File: config.mk
export PLATFORM = sky130hd
export DESIGN_NAME = alarm_led_state_encoder
export DESIGN_NICKNAME = d
export VERILOG_FILES = /design/src/alarm_pkg.sv /design/src/cond_sync_if.sv /design/src/alarm_led_state_encoder.sv /design/src/cond_sync.sv /design/src/blink_gen.sv
export VERILOG_INCLUDE_DIRS = /design/src
export SDC_FILE = /design/constraint.sdc
export NUM_CORES = 1
export LEC_CHECK = 0
export BUFFER_PORTS_ARGS = -buffer_cell sky130_fd_sc_hd__buf_2
export CORE_ASPECT_RATIO = 0.5
export CORE_MARGIN = 8
export CORE_UTILIZATION = 57
export DETAILED_ROUTE_END_ITERATION = 16
export PLACE_DENSITY = 0.84
export SETUP_SLACK_MARGIN = 0.5
export SYNTH_ARGS = -nofsm -noshare
export SYNTH_HDL_FRONTEND = slang
export SYNTH_SLANG_ARGS = --single-unit
export TNS_END_PERCENT = 5
File: constraint.sdc
create_clock -name core_clk -period 3.6 [get_ports core_clk]
set_clock_uncertainty 0.05 [all_clocks]
set_input_delay 0.36 -clock core_clk [delete_from_list [all_inputs] [get_ports core_clk]]
set_output_delay 0.36 -clock core_clk [all_outputs]
set_load 0.02 [all_outputs]
File: src/alarm_params.svh
// constants for the alarm and led state encoder
// assumes a 40 MHz core clock and 32-bit register words
`ifndef ALARM_PARAMS_SVH
`define ALARM_PARAMS_SVH

// register offsets (byte addresses)
`define REG_CTRL 8'h00
`define REG_STATUS 8'h04
`define REG_MASK 8'h08
`define REG_COND 8'h0C

// reset values
`define CTRL_RST 2'h0
`define MASK_RST 4'h0

// status and mask bit positions
`define EV_CHANGE 0
`define EV_FAULT 1
`define EV_OTW 2
`define EV_PFAIL 3

// open-drain alarm vector bit positions
`define OD_FAULT 0
`define OD_OTW 1
`define OD_PFAIL 2
`define OD_PRESENT 3

// condition vector bit positions
`define CB_IN_PRESENT 0
`define CB_IN_LIMITS 1
`define CB_BOOST_DECAY 2
`define CB_THERM_WARN 3
`define CB_THERM_SHUT 4
`define CB_FAN_FAIL 5
`define CB_FUSE_BLOWN 6
`define CB_BOOST_FAIL 7
`define CB_OV_LATCHED 8
`define CB_OVERLOAD 9
`define CB_STANDBY 10
`define CB_SOFT_FAULT 11
`define CB_SERVICE_REQ 12
`define CB_COMM_LOSS 13
`define COND_W 14
`define SYNC_W 18

// cond readback field positions
`define RB_OD_LSB 14
`define RB_STATE_LSB 20

// blink timing
`define CLK_KHZ 40000
`define BLINK_HALF_MS 250
`define BLINK_HALF_CYC (`BLINK_HALF_MS * `CLK_KHZ)
`define BLINK_CNT_W 24

`endif

File: src/alarm_pkg.sv
// types shared by the alarm and led state encoder modules
// assumes alarm_params.svh is on the include path
`include "alarm_params.svh"

package alarm_pkg;

   // ----------------------------------------
   // condition and protocol mode encodings
   // ----------------------------------------
   typedef enum logic [3:0] {
      C_OK, C_NO_INPUT, C_OUT_LIMITS, C_THERM_SHUT, C_HARD_FAULT,
      C_THERM_WARN, C_OVERLOAD, C_STANDBY, C_SOFT_FAULT, C_COMM_LOSS,
      C_SERVICE
   } cond_e;

   typedef enum logic [1:0] {MODE_ANALOG, MODE_TWO_WIRE, MODE_DIFF} mode_e;

   // ----------------------------------------
   // module state records
   // ----------------------------------------
   typedef struct packed {
      logic [`SYNC_W-1:0] meta;
      logic [`SYNC_W-1:0] stable;
   } sync_s;

   typedef struct packed {
      logic [`BLINK_CNT_W-1:0] cnt;
      logic phase;
   } blink_s;

   typedef struct packed {
      mode_e mode;
      logic [3:0] status;
      logic [3:0] mask;
      cond_e state;
      logic led_input_ok;
      logic led_output_ok;
      logic led_service;
      logic led_fault;
      logic [3:0] od_out;
      logic [3:0] od_oe;
      logic irq;
      logic [31:0] rdata;
   } top_s;

endpackage : alarm_pkg

File: src/cond_sync_if.sv
// carrier between the pin synchroniser and the encoder
// assumes both ends run on core_clk
`timescale 1ns/1ps
`default_nettype none
`include "alarm_params.svh"

interface cond_sync_if;
   logic [`SYNC_W-1:0] raw;
   logic [`SYNC_W-1:0] sync;
   modport sync_side (input raw, output sync);
   modport user (output raw, input sync);
endinterface : cond_sync_if

`default_nettype wire

File: src/alarm_led_state_encoder.sv
// front-panel led and open-drain alarm encoder for a rectifier
// assumes condition inputs are asynchronous active-high levels and the
// register port master runs on core_clk
//
// Chosen here: the strobed register port and the register offsets.
`timescale 1ns/1ps
`default_nettype none
`include "alarm_params.svh"

module alarm_led_state_encoder #(
   parameter int unsigned BLINK_HALF_CYC = `BLINK_HALF_CYC
) (
   input wire logic core_clk,
   input wire logic reset_n,
   input wire logic [7:0] reg_addr,
   input wire logic [31:0] reg_wdata,
   input wire logic reg_wr,
   input wire logic reg_rd,
   output logic [31:0] reg_rdata,
   input wire logic input_present,
   input wire logic input_in_limits,
   input wire logic boost_decayed,
   input wire logic thermal_warn,
   input wire logic thermal_shutdown,
   input wire logic fan_fail,
   input wire logic fuse_blown,
   input wire logic boost_fail,
   input wire logic ov_latched,
   input wire logic overload,
   input wire logic standby,
   input wire logic internal_fault,
   input wire logic service_req,
   input wire logic comm_loss,
   input wire logic [3:0] alarm_od_in,
   output logic led_input_ok,
   output logic led_output_ok,
   output logic led_service,
   output logic led_fault,
   output logic [3:0] alarm_od_out,
   output logic [3:0] alarm_od_oe,
   output logic irq
);

   // ----------------------------------------
   // pin synchroniser and blink source
   // ----------------------------------------
   cond_sync_if syn ();
   logic blink_on;
   logic [`COND_W-1:0] c;

   // gather all asynchronous pins into one vector
   assign syn.raw = {alarm_od_in, comm_loss, service_req, internal_fault,
      standby, overload, ov_latched, boost_fail, fuse_blown, fan_fail,
      thermal_shutdown, thermal_warn, boost_decayed, input_in_limits,
      input_present};
   assign c = syn.sync[`COND_W-1:0];

   cond_sync u_sync (
      .core_clk(core_clk),
      .reset_n(reset_n),
      .sif(syn)
   );

   blink_gen #(.HALF_CYC(BLINK_HALF_CYC)) u_blink (
      .core_clk(core_clk),
      .reset_n(reset_n),
      .blink_on(blink_on)
   );

   // ----------------------------------------
   // condition priority
   // ----------------------------------------
   // power loss outranks everything since the leds cannot be trusted then
   function automatic alarm_pkg::cond_e classify(
      input logic [`COND_W-1:0] cv,
      input alarm_pkg::mode_e m
   );
      alarm_pkg::cond_e s;
      if (!cv[`CB_IN_PRESENT]) s = alarm_pkg::C_NO_INPUT;
      else if (!cv[`CB_IN_LIMITS]) s = alarm_pkg::C_OUT_LIMITS;
      else if (cv[`CB_THERM_SHUT]) s = alarm_pkg::C_THERM_SHUT;
      else if (cv[`CB_FAN_FAIL] || cv[`CB_FUSE_BLOWN] ||
               cv[`CB_BOOST_FAIL] || cv[`CB_OV_LATCHED])
         s = alarm_pkg::C_HARD_FAULT;
      else if (cv[`CB_THERM_WARN]) s = alarm_pkg::C_THERM_WARN;
      else if (cv[`CB_OVERLOAD]) s = alarm_pkg::C_OVERLOAD;
      else if (cv[`CB_STANDBY]) s = alarm_pkg::C_STANDBY;
      else if (cv[`CB_SOFT_FAULT]) s = alarm_pkg::C_SOFT_FAULT;
      else if (m == alarm_pkg::MODE_DIFF && cv[`CB_COMM_LOSS])
         s = alarm_pkg::C_COMM_LOSS;
      else if (m == alarm_pkg::MODE_TWO_WIRE && cv[`CB_SERVICE_REQ])
         s = alarm_pkg::C_SERVICE;
      else s = alarm_pkg::C_OK;
      return s;
   endfunction : classify

   // ----------------------------------------
   // state record
   // ----------------------------------------
   alarm_pkg::top_s r_reg;
   alarm_pkg::top_s r_next;
   logic [3:0] ev;

   // led and alarm encoding, events, register port
   always_comb begin
      r_next = r_reg;
      r_next.state = classify(c, r_reg.mode);
      r_next.od_out = 4'h0;           // open drain: only ever pulls low
      r_next.led_input_ok = 1'b1;
      r_next.led_output_ok = 1'b1;
      r_next.led_service = 1'b0;
      r_next.led_fault = 1'b0;
      r_next.od_oe = 4'h0;
      r_next.od_oe[`OD_PRESENT] = 1'b1;
      case (r_next.state)
         alarm_pkg::C_NO_INPUT: begin
            r_next.led_input_ok = 1'b0;
            r_next.led_output_ok = 1'b0;
            r_next.od_oe[`OD_PFAIL] = 1'b1;
         end
         alarm_pkg::C_OUT_LIMITS: begin
            r_next.led_input_ok = blink_on;
            r_next.led_output_ok = 1'b0;
            // power-fail tracks the boost rail, not the input window
            r_next.od_oe[`OD_PFAIL] = c[`CB_BOOST_DECAY];
         end
         alarm_pkg::C_THERM_SHUT: begin
            r_next.led_output_ok = 1'b0;
            r_next.led_service = 1'b1;
            r_next.led_fault = 1'b1;
            r_next.od_oe[`OD_FAULT] = 1'b1;
            r_next.od_oe[`OD_OTW] = 1'b1;
            r_next.od_oe[`OD_PFAIL] = 1'b1;
         end
         alarm_pkg::C_HARD_FAULT: begin
            r_next.led_output_ok = 1'b0;
            r_next.led_fault = 1'b1;
            r_next.od_oe[`OD_FAULT] = 1'b1;
            r_next.od_oe[`OD_PFAIL] = 1'b1;
         end
         alarm_pkg::C_THERM_WARN: begin
            r_next.led_service = 1'b1;
            r_next.od_oe[`OD_OTW] = 1'b1;
         end
         alarm_pkg::C_OVERLOAD: begin
            r_next.led_output_ok = blink_on;
            r_next.od_oe[`OD_PFAIL] = 1'b1;
         end
         alarm_pkg::C_STANDBY: begin
            r_next.led_output_ok = 1'b0;
            r_next.od_oe[`OD_PFAIL] = 1'b1;
         end
         alarm_pkg::C_SOFT_FAULT: begin
            r_next.led_fault = 1'b1;
            r_next.od_oe[`OD_FAULT] = 1'b1;
         end
         alarm_pkg::C_COMM_LOSS: begin
            r_next.led_fault = blink_on;
         end
         alarm_pkg::C_SERVICE: begin
            r_next.led_service = blink_on;
         end
         default: begin
            r_next.led_fault = 1'b0;
         end
      endcase

      // events: state change and the fault, otw and power-fail lines going low
      ev = 4'h0;
      ev[`EV_CHANGE] = (r_next.state != r_reg.state);
      ev[`EV_FAULT] = r_next.od_oe[`OD_FAULT] & ~r_reg.od_oe[`OD_FAULT];
      ev[`EV_OTW] = r_next.od_oe[`OD_OTW] & ~r_reg.od_oe[`OD_OTW];
      ev[`EV_PFAIL] = r_next.od_oe[`OD_PFAIL] & ~r_reg.od_oe[`OD_PFAIL];

      // register writes; status is read-only
      if (reg_wr && reg_addr == `REG_CTRL) begin
         r_next.mode = alarm_pkg::mode_e'(reg_wdata[1:0]);
      end
      if (reg_wr && reg_addr == `REG_MASK) begin
         r_next.mask = reg_wdata[3:0];
      end

      // read data stands for one cycle only; unmapped reads give zero
      r_next.rdata = 32'h0;
      if (reg_rd) begin
         case (reg_addr)
            `REG_CTRL: r_next.rdata[1:0] = r_reg.mode;
            `REG_STATUS: r_next.rdata[3:0] = r_reg.status;
            `REG_MASK: r_next.rdata[3:0] = r_reg.mask;
            `REG_COND: begin
               r_next.rdata[`COND_W-1:0] = c;
               r_next.rdata[`RB_OD_LSB +: 4] = syn.sync[`SYNC_W-1 -: 4];
               r_next.rdata[`RB_STATE_LSB +: 4] = r_reg.state;
            end
            default: r_next.rdata = 32'h0;
         endcase
      end

      // read clears what was seen; a new event in the same cycle survives
      if (reg_rd && reg_addr == `REG_STATUS) begin
         r_next.status = (r_reg.status & ~r_reg.status) | ev;
      end else begin
         r_next.status = r_reg.status | ev;
      end
      r_next.irq = |(r_next.status & r_next.mask);
   end

   always_ff @(posedge core_clk or negedge reset_n) begin
      if (!reset_n) begin
         r_reg <= '0;
      end else begin
         r_reg <= r_next;
      end
   end

   // ----------------------------------------
   // outputs, all from the state record
   // ----------------------------------------
   assign reg_rdata = r_reg.rdata;
   assign led_input_ok = r_reg.led_input_ok;
   assign led_output_ok = r_reg.led_output_ok;
   assign led_service = r_reg.led_service;
   assign led_fault = r_reg.led_fault;
   assign alarm_od_out = r_reg.od_out;
   assign alarm_od_oe = r_reg.od_oe;
   assign irq = r_reg.irq;
endmodule : alarm_led_state_encoder

`default_nettype wire

File: src/cond_sync.sv
// two-flop synchroniser for the condition and alarm readback pins
// assumes raw inputs are asynchronous levels
`timescale 1ns/1ps
`default_nettype none
`include "alarm_params.svh"

module cond_sync (
   input wire logic core_clk,
   input wire logic reset_n,
   cond_sync_if.sync_side sif
);

   alarm_pkg::sync_s r_reg;
   alarm_pkg::sync_s r_next;

   // meta feeds only the stable stage
   always_comb begin
      r_next = r_reg;
      r_next.meta = sif.raw;
      r_next.stable = r_reg.meta;
   end

   always_ff @(posedge core_clk or negedge reset_n) begin
      if (!reset_n) begin
         r_reg <= '0;
      end else begin
         r_reg <= r_next;
      end
   end

   assign sif.sync = r_reg.stable;

endmodule : cond_sync

`default_nettype wire

File: src/blink_gen.sv
// square-wave blink phase for the flashing led states
// assumes half_cyc is at least 2
`timescale 1ns/1ps
`default_nettype none
`include "alarm_params.svh"

module blink_gen #(
   parameter int unsigned HALF_CYC = `BLINK_HALF_CYC
) (
   input wire logic core_clk,
   input wire logic reset_n,
   output logic blink_on
);

   alarm_pkg::blink_s r_reg;
   alarm_pkg::blink_s r_next;

   // free-running counter; phase flips every half period
   always_comb begin
      r_next = r_reg;
      if (r_reg.cnt == `BLINK_CNT_W'(HALF_CYC - 1)) begin
         r_next.cnt = '0;
         r_next.phase = ~r_reg.phase;
      end else begin
         r_next.cnt = r_reg.cnt + `BLINK_CNT_W'(1);
      end
   end

   always_ff @(posedge core_clk or negedge reset_n) begin
      if (!reset_n) begin
         r_reg <= '0;
      end else begin
         r_reg <= r_next;
      end
   end

   assign blink_on = r_reg.phase;

endmodule : blink_gen

`default_nettype wire

* Yosys cells after proc, flatten, opt, wreduce, memory -nomap -nowiden
Cells that the tools add are included.
** Storage, ports and cells
- Bits in registers :: 116
- Latch bits :: 0
- Memory bits (writable) :: 0
- Memory bits (read-only) :: 0
- Input bits :: 62
- Output and inout port bits :: 45
- Logic and storage cells :: 84
- Memories :: 0
** Cells by class
- Add/subtract/negate cells :: 1
- $mul :: 0
- Divide/modulo/power cells :: 0
- Magnitude comparators :: 0
- Equality and inequality tests :: 17
- Shift operators :: 0
- Muxes and demuxes :: 25
- Bitwise gates (word level) :: 12
- Reductions and logical operators :: 14
** Operators with widths (count)
- 4-bit two-way mux :: 13
- 24-bit two-way mux :: 2
- 24-bit by 1-bit adder with 24-bit output, second input constant :: 1
- 24-bit == test, second input constant :: 1
- 4-bit by 3-bit == test with 1-bit output, second input constant :: 4
- 8-bit by 4-bit == test with 1-bit output, second input constant :: 2
- 14-bit two-way mux :: 1
- 4-bit == test, second input constant :: 3
- 1-bit case mux with 2 select lines :: 5
- 5-bit OR reduction :: 2
- 4-bit bitwise AND :: 2
- 4-bit by 2-bit == test with 1-bit output, second input constant :: 2
- 8-bit by 3-bit == test with 1-bit output, second input constant :: 1
- 8-bit logical NOT :: 1
- 4-bit bitwise OR :: 2
- 2-bit case mux with 4 select lines :: 1
- 2-bit case mux with 3 select lines :: 1
- 1-bit logical AND :: 5
- 4-bit by 1-bit == test with 1-bit output, second input constant :: 1
- 4-bit inequality test :: 1
- 1-bit NOT :: 4
- 4-bit NOT :: 1
- 4-bit OR reduction :: 1
- 1-bit bitwise AND :: 3
- other kinds (6) :: 9

* Logic depth before layout (Yosys ltp)
- Word-level depth :: 20
- Depth in mapped cells :: 8
- Mapped depth without buffers :: 7

* Hierarchy
A second synthesis with hierarchy kept.
** Second synthesis, totals
- Cell total of the unflattened synthesis :: 352
- Area, all modules :: 4360.4 µm²
** Modules (own cells, without submodules)
- alarm_led_state_encoder :: instances 1, cells each 202, area an instance 2253.4 µm², seq. area each 1126.1 µm²
- blink_gen :: instances 1, cells each 114, area an instance 1206.2 µm², seq. area each 625.6 µm²
- cond_sync :: instances 1, cells each 36, area an instance 900.9 µm², seq. area each 900.9 µm²

* Least setup slack after synthesis
Ideal clock, no wire load.
- Path type :: reg2reg
- Start :: register u_sync.r_reg, in the netlist u_sync.sif.sync[8]
- End :: register r_reg[54] in the netlist's numbering
- Setup time :: 121 ps
- Arrival time :: 2021 ps
- Data required time :: 3429 ps
- Slack :: 1408 ps
- Stages on the path, launching flop included :: 8
- Buffers on the path :: 1
- Clock period less this slack :: 2192 ps
- Cell sequence :: dfrtp_1 or4_4 buf_6 nor4_4 a21oi_2 or3_1 and3b_4 a22o_1
** RTL lines
- from (decl) :: RTL line cond_sync.sv:13 : alarm_pkg::sync_s r_reg;
- from (signal assigned) :: RTL line cond_sync.sv:27 : r_reg <= r_next;
- to (signal assigned) :: RTL line alarm_led_state_encoder.sv:212 : r_reg <= r_next;
- to (decl) :: RTL line alarm_led_state_encoder.sv:100 : alarm_pkg::top_s r_reg;

* Worst setup path after layout
- Start :: register u_blink.r_reg[12] in the netlist's numbering
- End :: register u_blink.r_reg, in the netlist u_blink.blink_on
** Between the ends
- Word-level cells in the longest chain between the ends :: 1
** RTL lines
- from (decl) :: RTL line blink_gen.sv:15 : alarm_pkg::blink_s r_reg;
- from (signal assigned) :: RTL line blink_gen.sv:33 : r_reg <= r_next;
- 24-bit == test :: RTL line blink_gen.sv:21 : if (r_reg.cnt == `BLINK_CNT_W'(HALF_CYC - 1)) begin
No other way between the ends.
A chain may end at the register's enable or synchronous reset.

==> metrics <==
status=completed; Seq cells post-synth=about 110; Cells after Synth=between 300 and 400; global-route usage over all layers=roughly 16%; Fillers=540; hold buffers post-CTS=0; Leakage=between 0.002 and 0.0025 uW; I/O Buffers=64; CTS tree=built; io pins=roughly 110; Largest register FFs=24; asr flop ratio synth=100%; combined area of the multi-input logic cells=between 1000 and 1500 sq um; DP HPWL=6040 um; EDFF count, synth=0; Max Freq=between 400 and 500 MHz; Clock Sinks=106; pins over their slew limit=0; Max Cap Violations=0; max_slew headroom=approximately half; TritonCTS buffer count=9; average size of a mapped cell=approximately 12 sq um; drt pass-1 iters=4; final critical-path share of the clock period=around 69%; post-synthesis sequential area ratio=59.2%; clock-pin slew on the worst setup and hold paths=70 ps; Yosys top cell area share=between 50 and 60%; Setup-failing EPs final=0; Die Width=~140 um; clk_lat worst skew=around 340 ps; cts repair resizes=0; Core Rows=22; layout cells sized above 1=24.0%; first-pass GRT wire length=between 10,000 and 15,000 um; Ant. Diodes=0; Core ar.=between 7000 and 8000 sq um; WP data arrival=approximately 2700 ps; Syn. warnings=0; PD cells=approximately 480 nW/um^2; DR DRC count=0; DR iter-0 viols=between 150 and 200; die area=11,100 sq um; CP cell instances=nor4b_1 -> nand4_1 -> or4b_2 -> nor2_1 -> buf_4 -> xor2_1; RSZ-0062 raised after global routing=false; CP Capture Type=flip-flop; register area=2650 sq um; largest net degree at the start of global routing=57; initial antenna violation count=0; Detail Route Antenna Nets=0; area grow syn2layout=10.4%; Post-layout nets=479; Power, Total=roughly 2400 uW; crit path max-delay cell type=or4b_2; CTS root buf=clkbuf_16; VDD IR max=~0.23 mV; Post-Syn Area=~4500 sq um; critical path fanouts, max=7; Setup Crit Path Kind=flip-flop to flip-flop; Yosys cell types=about 60; dominant cells by area after synthesis=dfrtp_1, buf_4, and2_1, nor2_1, xnor2_1; Initial Utilization=between 60% and 70%; ys flop type=dfrtp_1; Worst-Margin Slew=approximately 770 ps; Synth area leader=dfrtp_1; fin crit period=about 2500 ps; CP startpoint kind=flip-flop; max incr delay on CP=670 ps; reg2reg setup slack=between 1000 and 1500 ps; post-CTS setup buffer count=0; top-count cell post-synth=dfrtp_1; RePlAce Congestion=0.876; WP buf/inv=1; Fin Setup TNS=0 ps; Remaining Overflow, GRT=0; crit-path leading delay family=simple AND/OR/NAND/NOR gates; Die H=78.7 um; wire per inst=between 15 and 20 um; Critical Path RT=between 3000 and 4000 ps; Synth top cells by count=dfrtp_1, buf_4, nor2_1, nand2_1, and2_1; vias in the first global route=between 2,000 and 3,000; vias per cell=between 5 and 6; Max H-tree Level=3; via count=2,739; final hold vios=0; worst min path class=primary input to async pin; Post-Route WL=between 8000 and 9000 um; maximum clock insertion buffer count=2
[placed cells by master (no fill, tap or decap), drive strengths merged, types with 4 or more instances in the layout]
master,n
nand3,13
buf,67
nor2,29
clkbuf,9
and2,19
dfrtp,106
mux2,5
nand2,24
and4,5
nor3,4
a21oi,4
conb,15
o21ai,6
nor4,4
and3,9
xor2,11
inv,13
xnor2,11
nand4,7
[stage by stage]
step	setup slack (ps)	instance area [sq um]	instances	hold slack [ps]	utilization (%)
final	1110	4940	529	12.6	66.3
after floorplan	1410	4530	387	14.4	-
after global routing	944	4940	529	52.7	66.3
after detailed placement	983	4640	513	285	62.2
after CTS	1080	4940	529	32.1	66.3
after global placement	1060	4640	513	282	62.2
[layout make-up]
type	instances	share of cell area, %
inverters	11	0.835
well taps	108	2.73
repair buffers	67	6.98
clock buffers	9	4.55
multi-input cells	221	29.7
flip-flops and latches	106	53.6
clock inverters	7	1.54
[per-layer routing]
layer	global-route usage [%]	up-vias	wire length, um
met1	18.8	1311	3630
met5	0	-	0
li1	-	1324	-
met3	5.79	16	685
met4	6.27	0	136
met2	25.2	88	3810
[path summary, 6_finish.rpt]
check | endpoint | cells past startpoint | startpoint
min in group core_clk | u_sync.r_next[14] | 1 | alarm_od_in[0]
worst min register to register | u_sync.sif.sync[17] | 0 | u_sync.r_next[17]
max in group asynchronous | reg_rdata[3] | 2 | reset_n
worst max register to register | u_blink.blink_on | 6 | u_blink.r_reg[12]
worst min-delay path | u_blink.r_reg[3] | 1 | reset_n
worst max-delay path | u_blink.blink_on | 6 | u_blink.r_reg[12]
[where the power goes]
part	switching [uW]	internal [uW]	leakage (uW)	total (uW)
logic	90.8	48.9	0.000939	140
clock network	431	543	0.000142	974
registers	25.1	1220	0.00134	1250
total	547	1820	0.00242	2360
[cells by family (layout without fill, tap and decap cells)]
group,Yosys count,count (layout),synth area share (%)
simple gates,135,135,17.1
flops,106,106,59.2
buf+inv,60,94,9.10
compound gates,40,40,7.40
xor+xnor,22,22,4.30
mux,8,8,2.49
other cells,2,15,0.168
fa+ha+maj,1,1,0.279
Note: power is estimated with default switching activity, not from simulation.
